**config.mk**
```make
export PLATFORM = sky130hd
export DESIGN_NAME = bss_top
export DESIGN_NICKNAME = d
export VERILOG_FILES = /design/src/logic/bss_sync.v /design/src/logic/bss_top.v
export VERILOG_INCLUDE_DIRS = /design/src /design/src/logic
export SDC_FILE = /design/constraint.sdc
export NUM_CORES = 1
export LEC_CHECK = 0
export ABC_CLOCK_PERIOD_IN_PS = 2700
export BUFFER_PORTS_ARGS = -buffer_cell sky130_fd_sc_hd__buf_2
export CORE_MARGIN = 2
export CORE_UTILIZATION = 32
export CTS_BUF_LIST = sky130_fd_sc_hd__clkbuf_8 sky130_fd_sc_hd__clkbuf_16
export CTS_CLUSTER_SIZE = 16
export DETAILED_ROUTE_END_ITERATION = 6
export PLACE_DENSITY = 0.65
export SYNTH_ARGS = -nofsm -noshare
export SYNTH_HDL_FRONTEND = slang
export SYNTH_HIERARCHICAL = 1
export SYNTH_SLANG_ARGS = --single-unit
```
**constraint.sdc**
```tcl
create_clock -name SYS_CLK -period 2.7 [get_ports SYS_CLK]
set_input_delay 0.675 -clock SYS_CLK [delete_from_list [all_inputs] [get_ports SYS_CLK]]
set_output_delay 0.675 -clock SYS_CLK [all_outputs]
set_load 0.02 [all_outputs]
```
**src/logic/bss_map.vh**
```
// Constants of the bias supervisor sequencer: offsets, fields, states, times.
`ifndef BSS_MAP_VH
`define BSS_MAP_VH
// ==========================================================================
// Clock and time base
`define BSS_CLK_MHZ 100
`define BSS_TICK_US 1000
`define BSS_MS_CYCLES (`BSS_TICK_US * `BSS_CLK_MHZ)
`define BSS_OE_LOW_MS 5'd1
`define BSS_BIAS_TIMEOUT_MS 5'd15
`define BSS_LDO_OFF_MS 5'd5
// ==========================================================================
// Register byte offsets
`define BSS_REG_CTRL 4'h0
`define BSS_REG_STATUS0 4'h4
`define BSS_REG_STATUS1 4'h8
`define BSS_REG_STATE 4'hc
`define BSS_CTRL_RESET 1'b0
// ==========================================================================
// Synchronised input vector positions
`define BSS_IN_PUMP_LOW 0
`define BSS_IN_BYPASS 1
`define BSS_IN_UV 2
`define BSS_IN_OV 3
`define BSS_IN_SEVERE 4
`define BSS_IN_RELEASE 5
`define BSS_IN_LDO_UV 6
`define BSS_IN_HOT 7
`define BSS_IN_WARN 8
`define BSS_IN_READY 9
`define BSS_IN_OE 10
`define BSS_IN_WAKE 11
`define BSS_IN_FAULT_PIN 12
`define BSS_IN_WIDTH 13
// ==========================================================================
// Message pending bits and link codes
`define BSS_MSG_OT 0
`define BSS_MSG_UV 1
`define BSS_MSG_OV 2
`define BSS_MSG_LDO 3
`define BSS_MSG_WARN 4
`define BSS_CODE_OT 16'h8504
`define BSS_CODE_UV 16'h8508
`define BSS_CODE_OV 16'h8510
`define BSS_CODE_LDO 16'h8601
`define BSS_CODE_WARN 16'h8502
// ==========================================================================
// Sequencer states
`define BSS_ST_POR 3'h0
`define BSS_ST_LDO_UP 3'h1
`define BSS_ST_STANDBY 3'h2
`define BSS_ST_BIAS 3'h3
`define BSS_ST_ACTIVE 3'h4
`define BSS_ST_SLEEP 3'h5
`define BSS_ST_SHDN 3'h6
`define BSS_ST_OT 3'h7
`endif

```
**src/logic/bss_sync.v**
```verilog
// Three-stage input synchroniser that accepts a change once stages agree.
`timescale 1ns/100ps
`default_nettype none
module bss_sync #(
  parameter W = 1
) (
  input wire clk,
  input wire nrst,
  input wire [W-1:0] d,
  output reg [W-1:0] q
);
  reg [W-1:0] s1;
  reg [W-1:0] s2;
  reg [W-1:0] s3;
  genvar i;
  // ========================================================================
  // Per-bit chain
  generate
    for (i = 0; i < W; i = i + 1) begin : g_bit
      // First stage feeds only the second; output moves when two and three agree.
      always @(posedge clk or negedge nrst) begin
        if (!nrst) begin
          s1[i] <= 1'b0;
          s2[i] <= 1'b0;
          s3[i] <= 1'b0;
          q[i] <= 1'b0;
        end else begin
          s1[i] <= d[i];
          s2[i] <= s1[i];
          s3[i] <= s2[i];
          if (s2[i] == s3[i]) begin
            q[i] <= s3[i];
          end
        end
      end
    end
  endgenerate
endmodule // bss_sync
`default_nettype wire

```
**src/logic/bss_top.v**
```verilog
// Supervisor and sequencer for the gate-bias generator with AHB-Lite access.
`timescale 1ns/100ps
`default_nettype none
`include "bss_map.vh"
module bss_top #(
  parameter integer MS_CYCLES = `BSS_MS_CYCLES
) (
  input wire SYS_CLK,
  input wire NRST,
  input wire HSEL,
  input wire [31:0] HADDR,
  input wire [1:0] HTRANS,
  input wire HWRITE,
  input wire [2:0] HSIZE,
  input wire [31:0] HWDATA,
  input wire HREADY,
  output wire HREADYOUT,
  output wire HRESP,
  output reg [31:0] HRDATA,
  input wire VDD_BELOW_PUMP,
  input wire VDD_ABOVE_BYPASS,
  input wire VDD_UV,
  input wire VDD_OV,
  input wire VDD_SEVERE_UV,
  input wire VDD_ABOVE_RELEASE,
  input wire LDO_UV,
  input wire TEMP_HOT,
  input wire TEMP_WARN,
  input wire BIAS_READY,
  input wire OE,
  input wire WAKE,
  input wire FAULT_PIN_I,
  output wire FAULT_PIN_O,
  output reg FAULT_PIN_OE,
  output reg PUMP_EN,
  output reg PUMP_BYPASS,
  output reg BIAS_EN,
  output reg DRIVER_EN,
  output reg LDO_EN,
  output reg LDO_PULLDOWN,
  output reg LINK_EN,
  output reg LINK_MSG_REQ,
  output reg [15:0] LINK_MSG_CODE,
  input wire LINK_MSG_ACK
);
  localparam [31:0] MS_LAST_FULL = MS_CYCLES - 1;
  localparam [16:0] MS_LAST = MS_LAST_FULL[16:0];
  wire [`BSS_IN_WIDTH-1:0] raw_in;
  wire [`BSS_IN_WIDTH-1:0] in;
  reg [2:0] state;
  reg [2:0] next_state;
  reg oe_d;
  reg wake_d;
  reg sleep_cfg;
  reg f_ot;
  reg f_uv;
  reg f_ov;
  reg f_ldo;
  reg f_shdn;
  reg w_temp;
  reg ldo_uv_off;
  reg ot_sent;
  reg [4:0] pend;
  reg [4:0] next_pend;
  reg [4:0] new_ev;
  reg [16:0] cyc;
  reg [4:0] ms;
  reg tmr_clr;
  reg [15:0] code;
  reg [2:0] pick;
  reg any_pend;
  reg a_write;
  reg [3:0] a_off;
  reg [31:0] rd;
  integer k;
  wire oe_rise;
  wire fault_any;
  wire lockout;
  wire a_valid;

  assign raw_in = {FAULT_PIN_I, WAKE, OE, BIAS_READY, TEMP_WARN, TEMP_HOT,
                   LDO_UV, VDD_ABOVE_RELEASE, VDD_SEVERE_UV, VDD_OV, VDD_UV,
                   VDD_ABOVE_BYPASS, VDD_BELOW_PUMP};
  bss_sync #(.W(`BSS_IN_WIDTH)) u_sync (
    .clk(SYS_CLK),
    .nrst(NRST),
    .d(raw_in),
    .q(in)
  );

  // ========================================================================
  // Edge detection and combined conditions
  assign oe_rise = in[`BSS_IN_OE] & ~oe_d;
  assign fault_any = f_ot | f_uv | f_ov | f_ldo | f_shdn;
  assign lockout = in[`BSS_IN_UV] | in[`BSS_IN_OV] | in[`BSS_IN_LDO_UV];
  assign FAULT_PIN_O = 1'b0;

  // Previous levels of OE and WAKE for edge detection.
  always @(posedge SYS_CLK or negedge NRST) begin
    if (!NRST) begin
      oe_d <= 1'b0;
      wake_d <= 1'b0;
    end else begin
      oe_d <= in[`BSS_IN_OE];
      wake_d <= in[`BSS_IN_WAKE];
    end
  end

  // ========================================================================
  // Fault latches; a new cause wins over a clear in the same cycle
  always @(posedge SYS_CLK or negedge NRST) begin
    if (!NRST) begin
      f_ot <= 1'b0;
      f_uv <= 1'b0;
      f_ov <= 1'b0;
      f_ldo <= 1'b0;
      f_shdn <= 1'b0;
      w_temp <= 1'b0;
    end else begin
      f_ot <= in[`BSS_IN_HOT] | (f_ot & ~oe_rise);
      f_uv <= in[`BSS_IN_UV] | (f_uv & ~oe_rise);
      f_ov <= in[`BSS_IN_OV] | (f_ov & ~oe_rise);
      f_ldo <= in[`BSS_IN_LDO_UV] | (f_ldo & ~oe_rise);
      f_shdn <= in[`BSS_IN_SEVERE] | (f_shdn & ~oe_rise);
      w_temp <= in[`BSS_IN_WARN] | (w_temp & ~oe_rise);
    end
  end

  // ========================================================================
  // Millisecond timer; one-cycle tick resets the cycle count
  always @(posedge SYS_CLK or negedge NRST) begin
    if (!NRST) begin
      cyc <= 17'h00000;
      ms <= 5'h00;
    end else if (tmr_clr) begin
      cyc <= 17'h00000;
      ms <= 5'h00;
    end else if (cyc == MS_LAST) begin
      cyc <= 17'h00000;
      if (ms != 5'h1f) begin
        ms <= ms + 5'h01;
      end
    end else begin
      cyc <= cyc + 17'h00001;
    end
  end

  // ========================================================================
  // Sequencer next state and timer restart
  always @* begin
    next_state = state;
    tmr_clr = 1'b0;
    case (state)
      `BSS_ST_POR: begin
        if (!in[`BSS_IN_SEVERE]) begin
          next_state = `BSS_ST_LDO_UP;
        end
      end
      `BSS_ST_LDO_UP: begin
        if (!in[`BSS_IN_LDO_UV] && !ldo_uv_off) begin
          next_state = `BSS_ST_STANDBY;
        end
      end
      `BSS_ST_STANDBY: begin
        if (in[`BSS_IN_OE]) begin
          next_state = `BSS_ST_BIAS;
        end
      end
      `BSS_ST_BIAS: begin
        if (in[`BSS_IN_READY] || ms >= `BSS_BIAS_TIMEOUT_MS) begin
          next_state = `BSS_ST_ACTIVE;
        end
      end
      `BSS_ST_ACTIVE: begin
        tmr_clr = in[`BSS_IN_OE];
        if (!in[`BSS_IN_OE] && ms >= `BSS_OE_LOW_MS) begin
          next_state = sleep_cfg ? `BSS_ST_SLEEP : `BSS_ST_STANDBY;
        end
      end
      `BSS_ST_SLEEP: begin
        if (in[`BSS_IN_WAKE] && !wake_d) begin
          next_state = `BSS_ST_POR;
        end
      end
      `BSS_ST_SHDN: begin
        if (in[`BSS_IN_RELEASE] && !in[`BSS_IN_SEVERE]) begin
          next_state = `BSS_ST_POR;
        end
      end
      `BSS_ST_OT: begin
        tmr_clr = ~ot_sent;
        if (!in[`BSS_IN_HOT] && oe_rise) begin
          next_state = `BSS_ST_LDO_UP;
        end
      end
      default: begin
        next_state = `BSS_ST_POR;
      end
    endcase
    if (in[`BSS_IN_SEVERE] && state != `BSS_ST_SHDN &&
        state != `BSS_ST_POR) begin
      next_state = `BSS_ST_SHDN;
    end else if (in[`BSS_IN_HOT] && state != `BSS_ST_OT &&
                 state != `BSS_ST_SHDN && state != `BSS_ST_SLEEP) begin
      next_state = `BSS_ST_OT;
    end
    if (next_state != state) begin
      tmr_clr = 1'b1;
    end
  end

  // State register, LDO lockout latch and overtemperature message flag.
  always @(posedge SYS_CLK or negedge NRST) begin
    if (!NRST) begin
      state <= `BSS_ST_POR;
      ldo_uv_off <= 1'b0;
      ot_sent <= 1'b0;
    end else begin
      state <= next_state;
      if (in[`BSS_IN_UV]) begin
        ldo_uv_off <= 1'b1;
      end else if (in[`BSS_IN_RELEASE]) begin
        ldo_uv_off <= 1'b0;
      end
      if (state != `BSS_ST_OT) begin
        ot_sent <= 1'b0;
      end else if (LINK_MSG_REQ && LINK_MSG_ACK &&
                   LINK_MSG_CODE == `BSS_CODE_OT) begin
        ot_sent <= 1'b1;
      end
    end
  end

  // ========================================================================
  // Message queue: one pending bit per source, lowest index first
  always @* begin
    new_ev = 5'h00;
    new_ev[`BSS_MSG_OT] = in[`BSS_IN_HOT] & ~f_ot;
    new_ev[`BSS_MSG_UV] = in[`BSS_IN_UV] & ~f_uv;
    new_ev[`BSS_MSG_OV] = in[`BSS_IN_OV] & ~f_ov;
    new_ev[`BSS_MSG_LDO] = in[`BSS_IN_LDO_UV] & ~f_ldo;
    new_ev[`BSS_MSG_WARN] = in[`BSS_IN_WARN] & ~w_temp;
    pick = 3'h0;
    any_pend = 1'b0;
    for (k = 4; k >= 0; k = k - 1) begin
      if (pend[k]) begin
        pick = k[2:0];
        any_pend = 1'b1;
      end
    end
    case (pick)
      3'h0: code = `BSS_CODE_OT;
      3'h1: code = `BSS_CODE_UV;
      3'h2: code = `BSS_CODE_OV;
      3'h3: code = `BSS_CODE_LDO;
      default: code = `BSS_CODE_WARN;
    endcase
    next_pend = pend;
    // Clear the source whose code went out; pick may have moved since.
    if (LINK_MSG_REQ && LINK_MSG_ACK) begin
      case (LINK_MSG_CODE)
        `BSS_CODE_OT: next_pend[`BSS_MSG_OT] = 1'b0;
        `BSS_CODE_UV: next_pend[`BSS_MSG_UV] = 1'b0;
        `BSS_CODE_OV: next_pend[`BSS_MSG_OV] = 1'b0;
        `BSS_CODE_LDO: next_pend[`BSS_MSG_LDO] = 1'b0;
        default: next_pend[`BSS_MSG_WARN] = 1'b0;
      endcase
    end
    next_pend = next_pend | new_ev;
    if (!LINK_EN) begin
      next_pend = 5'h00;
    end
  end

  // Request stays up with a stable code until the link acknowledges it.
  always @(posedge SYS_CLK or negedge NRST) begin
    if (!NRST) begin
      pend <= 5'h00;
      LINK_MSG_REQ <= 1'b0;
      LINK_MSG_CODE <= 16'h0000;
    end else begin
      pend <= next_pend;
      if (LINK_MSG_REQ && !LINK_MSG_ACK) begin
        LINK_MSG_REQ <= 1'b1;
      end else begin
        LINK_MSG_REQ <= any_pend & LINK_EN & ~(LINK_MSG_REQ & LINK_MSG_ACK);
        LINK_MSG_CODE <= code;
      end
    end
  end

  // ========================================================================
  // Block enables derived from state and faults
  always @(posedge SYS_CLK or negedge NRST) begin
    if (!NRST) begin
      PUMP_EN <= 1'b0;
      PUMP_BYPASS <= 1'b0;
      BIAS_EN <= 1'b0;
      DRIVER_EN <= 1'b0;
      LDO_EN <= 1'b0;
      LDO_PULLDOWN <= 1'b0;
      LINK_EN <= 1'b0;
      FAULT_PIN_OE <= 1'b1;
    end else begin
      // bias only while starting or active
      BIAS_EN <= (state == `BSS_ST_BIAS || state == `BSS_ST_ACTIVE) &
                 ~lockout;
      PUMP_EN <= (state == `BSS_ST_BIAS || state == `BSS_ST_ACTIVE) &
                 ~lockout & in[`BSS_IN_PUMP_LOW] & ~in[`BSS_IN_BYPASS];
      PUMP_BYPASS <= in[`BSS_IN_BYPASS];
      DRIVER_EN <= (state == `BSS_ST_ACTIVE) & ~fault_any & ~lockout;
      LDO_EN <= ~ldo_uv_off & ~in[`BSS_IN_SEVERE] &
                (state != `BSS_ST_POR) & (state != `BSS_ST_SLEEP) &
                (state != `BSS_ST_SHDN) &
                ~((state == `BSS_ST_OT) & ot_sent &
                  (ms >= `BSS_LDO_OFF_MS));
      LDO_PULLDOWN <= (state == `BSS_ST_SLEEP) | (state == `BSS_ST_SHDN);
      // messaging off after sent with OE low
      LINK_EN <= (state != `BSS_ST_POR) & (state != `BSS_ST_SLEEP) &
                 (state != `BSS_ST_SHDN) &
                 ~((state == `BSS_ST_OT) & ot_sent & ~in[`BSS_IN_OE]);
      FAULT_PIN_OE <= fault_any | (state == `BSS_ST_POR) |
                      (state == `BSS_ST_LDO_UP);
    end
  end

  // ========================================================================
  // AHB-Lite slave: zero wait states, always OKAY
  assign HREADYOUT = 1'b1;
  assign HRESP = 1'b0;
  assign a_valid = HSEL & HTRANS[1] & HREADY;

  // Read mux for the address phase; unmapped offsets read zero.
  always @* begin
    rd = 32'h00000000;
    case (HADDR[3:0])
      `BSS_REG_CTRL: rd[0] = sleep_cfg;
      `BSS_REG_STATUS0: rd[4:0] = {f_ov, f_uv, f_ot, w_temp, fault_any};
      `BSS_REG_STATUS1: rd[1:0] = {f_shdn, f_ldo};
      `BSS_REG_STATE: rd[5:0] = {in[`BSS_IN_FAULT_PIN], LINK_EN, DRIVER_EN,
                                 state};
      default: rd = 32'h00000000;
    endcase
    if (HADDR[31:4] != 28'h0000000) begin
      rd = 32'h00000000;
    end
  end

  // Address phase capture, write data phase and registered read data.
  always @(posedge SYS_CLK or negedge NRST) begin
    if (!NRST) begin
      a_write <= 1'b0;
      a_off <= 4'h0;
      sleep_cfg <= `BSS_CTRL_RESET;
      HRDATA <= 32'h00000000;
    end else begin
      a_write <= a_valid & HWRITE & (HADDR[31:4] == 28'h0000000);
      a_off <= HADDR[3:0];
      if (a_valid && !HWRITE) begin
        HRDATA <= rd;
      end
      if (a_write && a_off == `BSS_REG_CTRL) begin
        sleep_cfg <= HWDATA[0];
      end
    end
  end
endmodule // bss_top
`default_nettype wire

```
==> qor.yml <==
synth_async_sr_flop_share: 1.000
synth-edff-count: 0
io_pins: 148
dp_hpwl_um: 7935
nFillCells: 1562
max-vdd-ir-drop_mv: 0.5984
failed_checks: "negative setup slack"
fraction_of_layout_instances_using_a_drive_strength_above_1: 0.3374
report.final.slew_viol_count: 0
global_route.usage.total: 0.1329
worstSetupStartpoint: "ms[1]"
nets: 658
synth.distinct_cells: 67
result_of_the_run: "finished, violations left"
worstSkewPairLatency_ns: 0.42
max_cap_violations: 0
sinks_on_the_clock_net: 120
cp-start-kind: "flip-flop"
worst_slew_margin_rel: 0.5097
drt-wirelength-per-cell_um: 14.31
critical_path.reg2reg.endpoint: "cyc[9]"
initial_core_util: 0.3260
place_area_um2: 6067
grt_remaining_overflow: 0
tightestPinTransition_ns: 0.7305
report.final.setup_viol: 9
synth_seq_cells: 120
cp-endpoint: "cyc[9]"
worst_clock_skew_ns: 0.007370
first_global_vias: 3741
cts-root-to-sink-buffers: 2
dr.pass1.iters: 4
vias: 3851
grt_start_max_net_pins: 51
timing.final.hold_violations: 0
final_period_minus_worst_setup_slack_ns: 2.745
ant_nets: 0
synthDominantCellAreaShare: 0.5548
data_arrival_time_at_the_worst_slack_endpoint_ns: 3.06
wire_length_of_the_first_global_routing_pass_um: 18610
die_h_um: 133.5
synthDominantAreaCellType: "sky130_fd_sc_hd__dfrtp_1"
timing.reg2reg.setup_slack_ns: -0.05
placement_rows: 47
multiInputGateArea_um2: 2248
synth.cells.most_frequent: "sky130_fd_sc_hd__dfrtp_1 (119), sky130_fd_sc_hd__buf_4 (41), sky130_fd_sc_hd__nand2_1 (29), sky130_fd_sc_hd__nor2_1 (18)"
ff_latch_area_um2: 3004
yosysSeqAreaShare: 0.5597
worst-r2r-cell-count: 11
synthCells: 454
hold_path.class: "in -> async"
pwr_density_cell_nw_per_um2: 972.9
insertedDiodeCount: 0
drt_iter0_drc: 164
die_width_um: 133.5
layout.cell_area.non_filler_um2: 6889
finalSetupTns_ns: -0.1127
ys_warn_count: 6
clock.fmax_mhz: 364.3
route.detailed.vias_per_inst: 4.826
cts-buffers-inserted: 17
clock_pin_slew_reported_for_the_worst_setup_and_hold_paths_after_clock_tree_synthesis_ns: 0.05
worst-path-max-fanout: 5
synth_area_um2: 5368
crit-reg2reg-launch: "ms[1]"
area.growth.synth_to_final_pct: 28.35
gp_routability_congestion: 0.8687
root_buffer_cell: "sky130_fd_sc_hd__clkbuf_16"
post-route-drc-count: 0
worst_setup_path_end_kind: "flip-flop"
cts-htree-levels: 4
placeableCoreArea_um2: 16470
die_area_um2: 17830
dp_cells: 758
holdBufCountCts: 0
layout_worst_path_cycle_share: 1.017
place_worst_setup_slack_ns: -0.07106
routed_wl_um: 11420
timing.critical_path.required_ns: 3.01
place.port_buffers: 76
finish.cell_count_without_fillers: 798
power.leakage_nw: 3.051
yosys.cell_count.top_type: "sky130_fd_sc_hd__dfrtp_1"
avgSynthCellArea_um2: 11.82
top_ff_cell_synth: "sky130_fd_sc_hd__dfrtp_1"
setup_slack_ns: -0.04503
final_core_util: 0.4184
clock_tree_from_tritoncts: "yes"
synthTopCellsByArea: "sky130_fd_sc_hd__dfrtp_1 (55%), sky130_fd_sc_hd__buf_4 (5.7%), sky130_fd_sc_hd__maj3_2 (2.7%), sky130_fd_sc_hd__nor3_2 (2.2%), sky130_fd_sc_hd__nand2_1 (2.0%)"
worstSetupPathType: "reg -> reg"
antenna_violations_before_repair: 0
rsz_0062_raised_after_global_routing: "true"
-- critical path: stages, from the launching register on --
cell and delay [ns]:
sky130_fd_sc_hd__dfrtp_1 0.39, sky130_fd_sc_hd__ha_2 0.20, sky130_fd_sc_hd__and3_4 0.19, sky130_fd_sc_hd__ha_4 0.15, sky130_fd_sc_hd__or3_4 0.35, sky130_fd_sc_hd__o21ba_4 0.24, sky130_fd_sc_hd__nor3_4 0.18, sky130_fd_sc_hd__nor3b_2 0.19
sky130_fd_sc_hd__buf_4 0.14, sky130_fd_sc_hd__o32ai_4 0.12, sky130_fd_sc_hd__clkbuf_16 0.20, sky130_fd_sc_hd__nor4_2 0.28
-- stage by stage --
stage | hold slack, ns | total power [W]
3_3_place_gp | 0.3359 | 0.004001
6_report | 0.2261 | 0.006702
5_1_grt | 0.2548 | 0.007048
3_5_place_dp | 0.3347 | 0.004058
4_1_cts | 0.2333 | 0.006315
2_1_floorplan | 0.3312 | 0.003365
-- layout by cell type (no fill, tap or decap), types with 5 or more instances in the layout --
master,count
sky130_fd_sc_hd__nor4_2,7
sky130_fd_sc_hd__xnor2_1,8
sky130_fd_sc_hd__buf_12,5
sky130_fd_sc_hd__a22o_1,6
sky130_fd_sc_hd__maj3_2,13
sky130_fd_sc_hd__nor3_1,11
sky130_fd_sc_hd__nor2_1,18
sky130_fd_sc_hd__nand2_1,29
sky130_fd_sc_hd__nand4_1,7
sky130_fd_sc_hd__a21o_1,6
sky130_fd_sc_hd__and3_1,5
sky130_fd_sc_hd__o21ai_0,11
sky130_fd_sc_hd__conb_1,36
sky130_fd_sc_hd__nor2b_1,8
sky130_fd_sc_hd__dfrtp_1,119
sky130_fd_sc_hd__nor4_1,8
sky130_fd_sc_hd__xor2_1,11
sky130_fd_sc_hd__buf_2,75
sky130_fd_sc_hd__nand2b_1,10
sky130_fd_sc_hd__nand3_1,12
sky130_fd_sc_hd__buf_4,20
sky130_fd_sc_hd__clkbuf_16,19
sky130_fd_sc_hd__a21boi_0,6
sky130_fd_sc_hd__mux2_2,5
sky130_fd_sc_hd__nor3_2,9
sky130_fd_sc_hd__inv_1,19
sky130_fd_sc_hd__a21oi_1,9
-- cells by family (layout without fill, tap and decap cells) --
kind of cell / after synthesis / after routing / share of synthesized area
xor gates and xnor gates: 19 / 19 / 0.03100
AOI/OAI and AO/OA: 65 / 65 / 0.08998
buffers and inverters: 62 / 152 / 0.07576
DFF: 120 / 120 / 0.5597
adders and majority gates: 18 / 18 / 0.03893
and+or+nand+nor: 160 / 160 / 0.1872
muxes: 8 / 8 / 0.01608
other: 2 / 36 / 0.001399
-- state kept, by name, summed over array words and instances (netlist names), 3 cells and up --
name / cells
u_sync/q: 13
state: 3
LINK_MSG_CODE: 7
u_sync/s2: 13
a_off: 4
HRDATA: 6
u_sync/s1: 13
u_sync/s3: 13
pend: 5
ms: 5
cyc: 17
-- where the power goes --
part           internal [W]  switching [W]  total (W)
registers           0.00198       0.000207    0.00218
clock network       0.00142       0.000771    0.00219
logic               0.00110        0.00123    0.00233
-- worst min path at each step --
stage / from / endpoint / cells after the start
after floorplan: u_sync/s1[0] / u_sync/s2[0] / 0
after global placement: u_sync/s1[0] / u_sync/s2[0] / 0
after detailed placement: u_sync/s1[6] / u_sync/s2[6] / 0
after CTS: NRST / HRDATA[1] / 1
after global routing: NRST / HRDATA[4] / 1
final: NRST / u_sync/s3[12] / 1
-- repair_timing --
item / CTS / global route
cloned: 0 / 3
pin swaps: 0 / 21
setup endpoints to repair: 17 / 22
resized for setup: 3 / 22
setup buffers: 1 / 6
-- layer usage --
| metal | routed length (µm) | up-vias | share of wire | global-route usage |
|---|---|---|---|---|
| li1 | - | 1772 | - | - |
| met1 | 4909 | 1906 | 0.43 | 0.1652 |
| met2 | 5607 | 158 | 0.49 | 0.2182 |
| met3 | 735 | 15 | 0.064 | 0.03653 |
| met4 | 167 | 0 | 0.015 | 0.05674 |
| met5 | 0 | - | 0 | 0 |
-- area by class of cell --
cell class                 count  share of cell area
multi-input combinational    306              0.3264
inverter                      13            0.007083
sequential                   120              0.4361
timing repair buffer         107              0.1068
tap                          220             0.03996
clock inverter                15             0.02198
clock buffer                  17             0.06175
No activity file was read; power rests on OpenSTA's default activity.
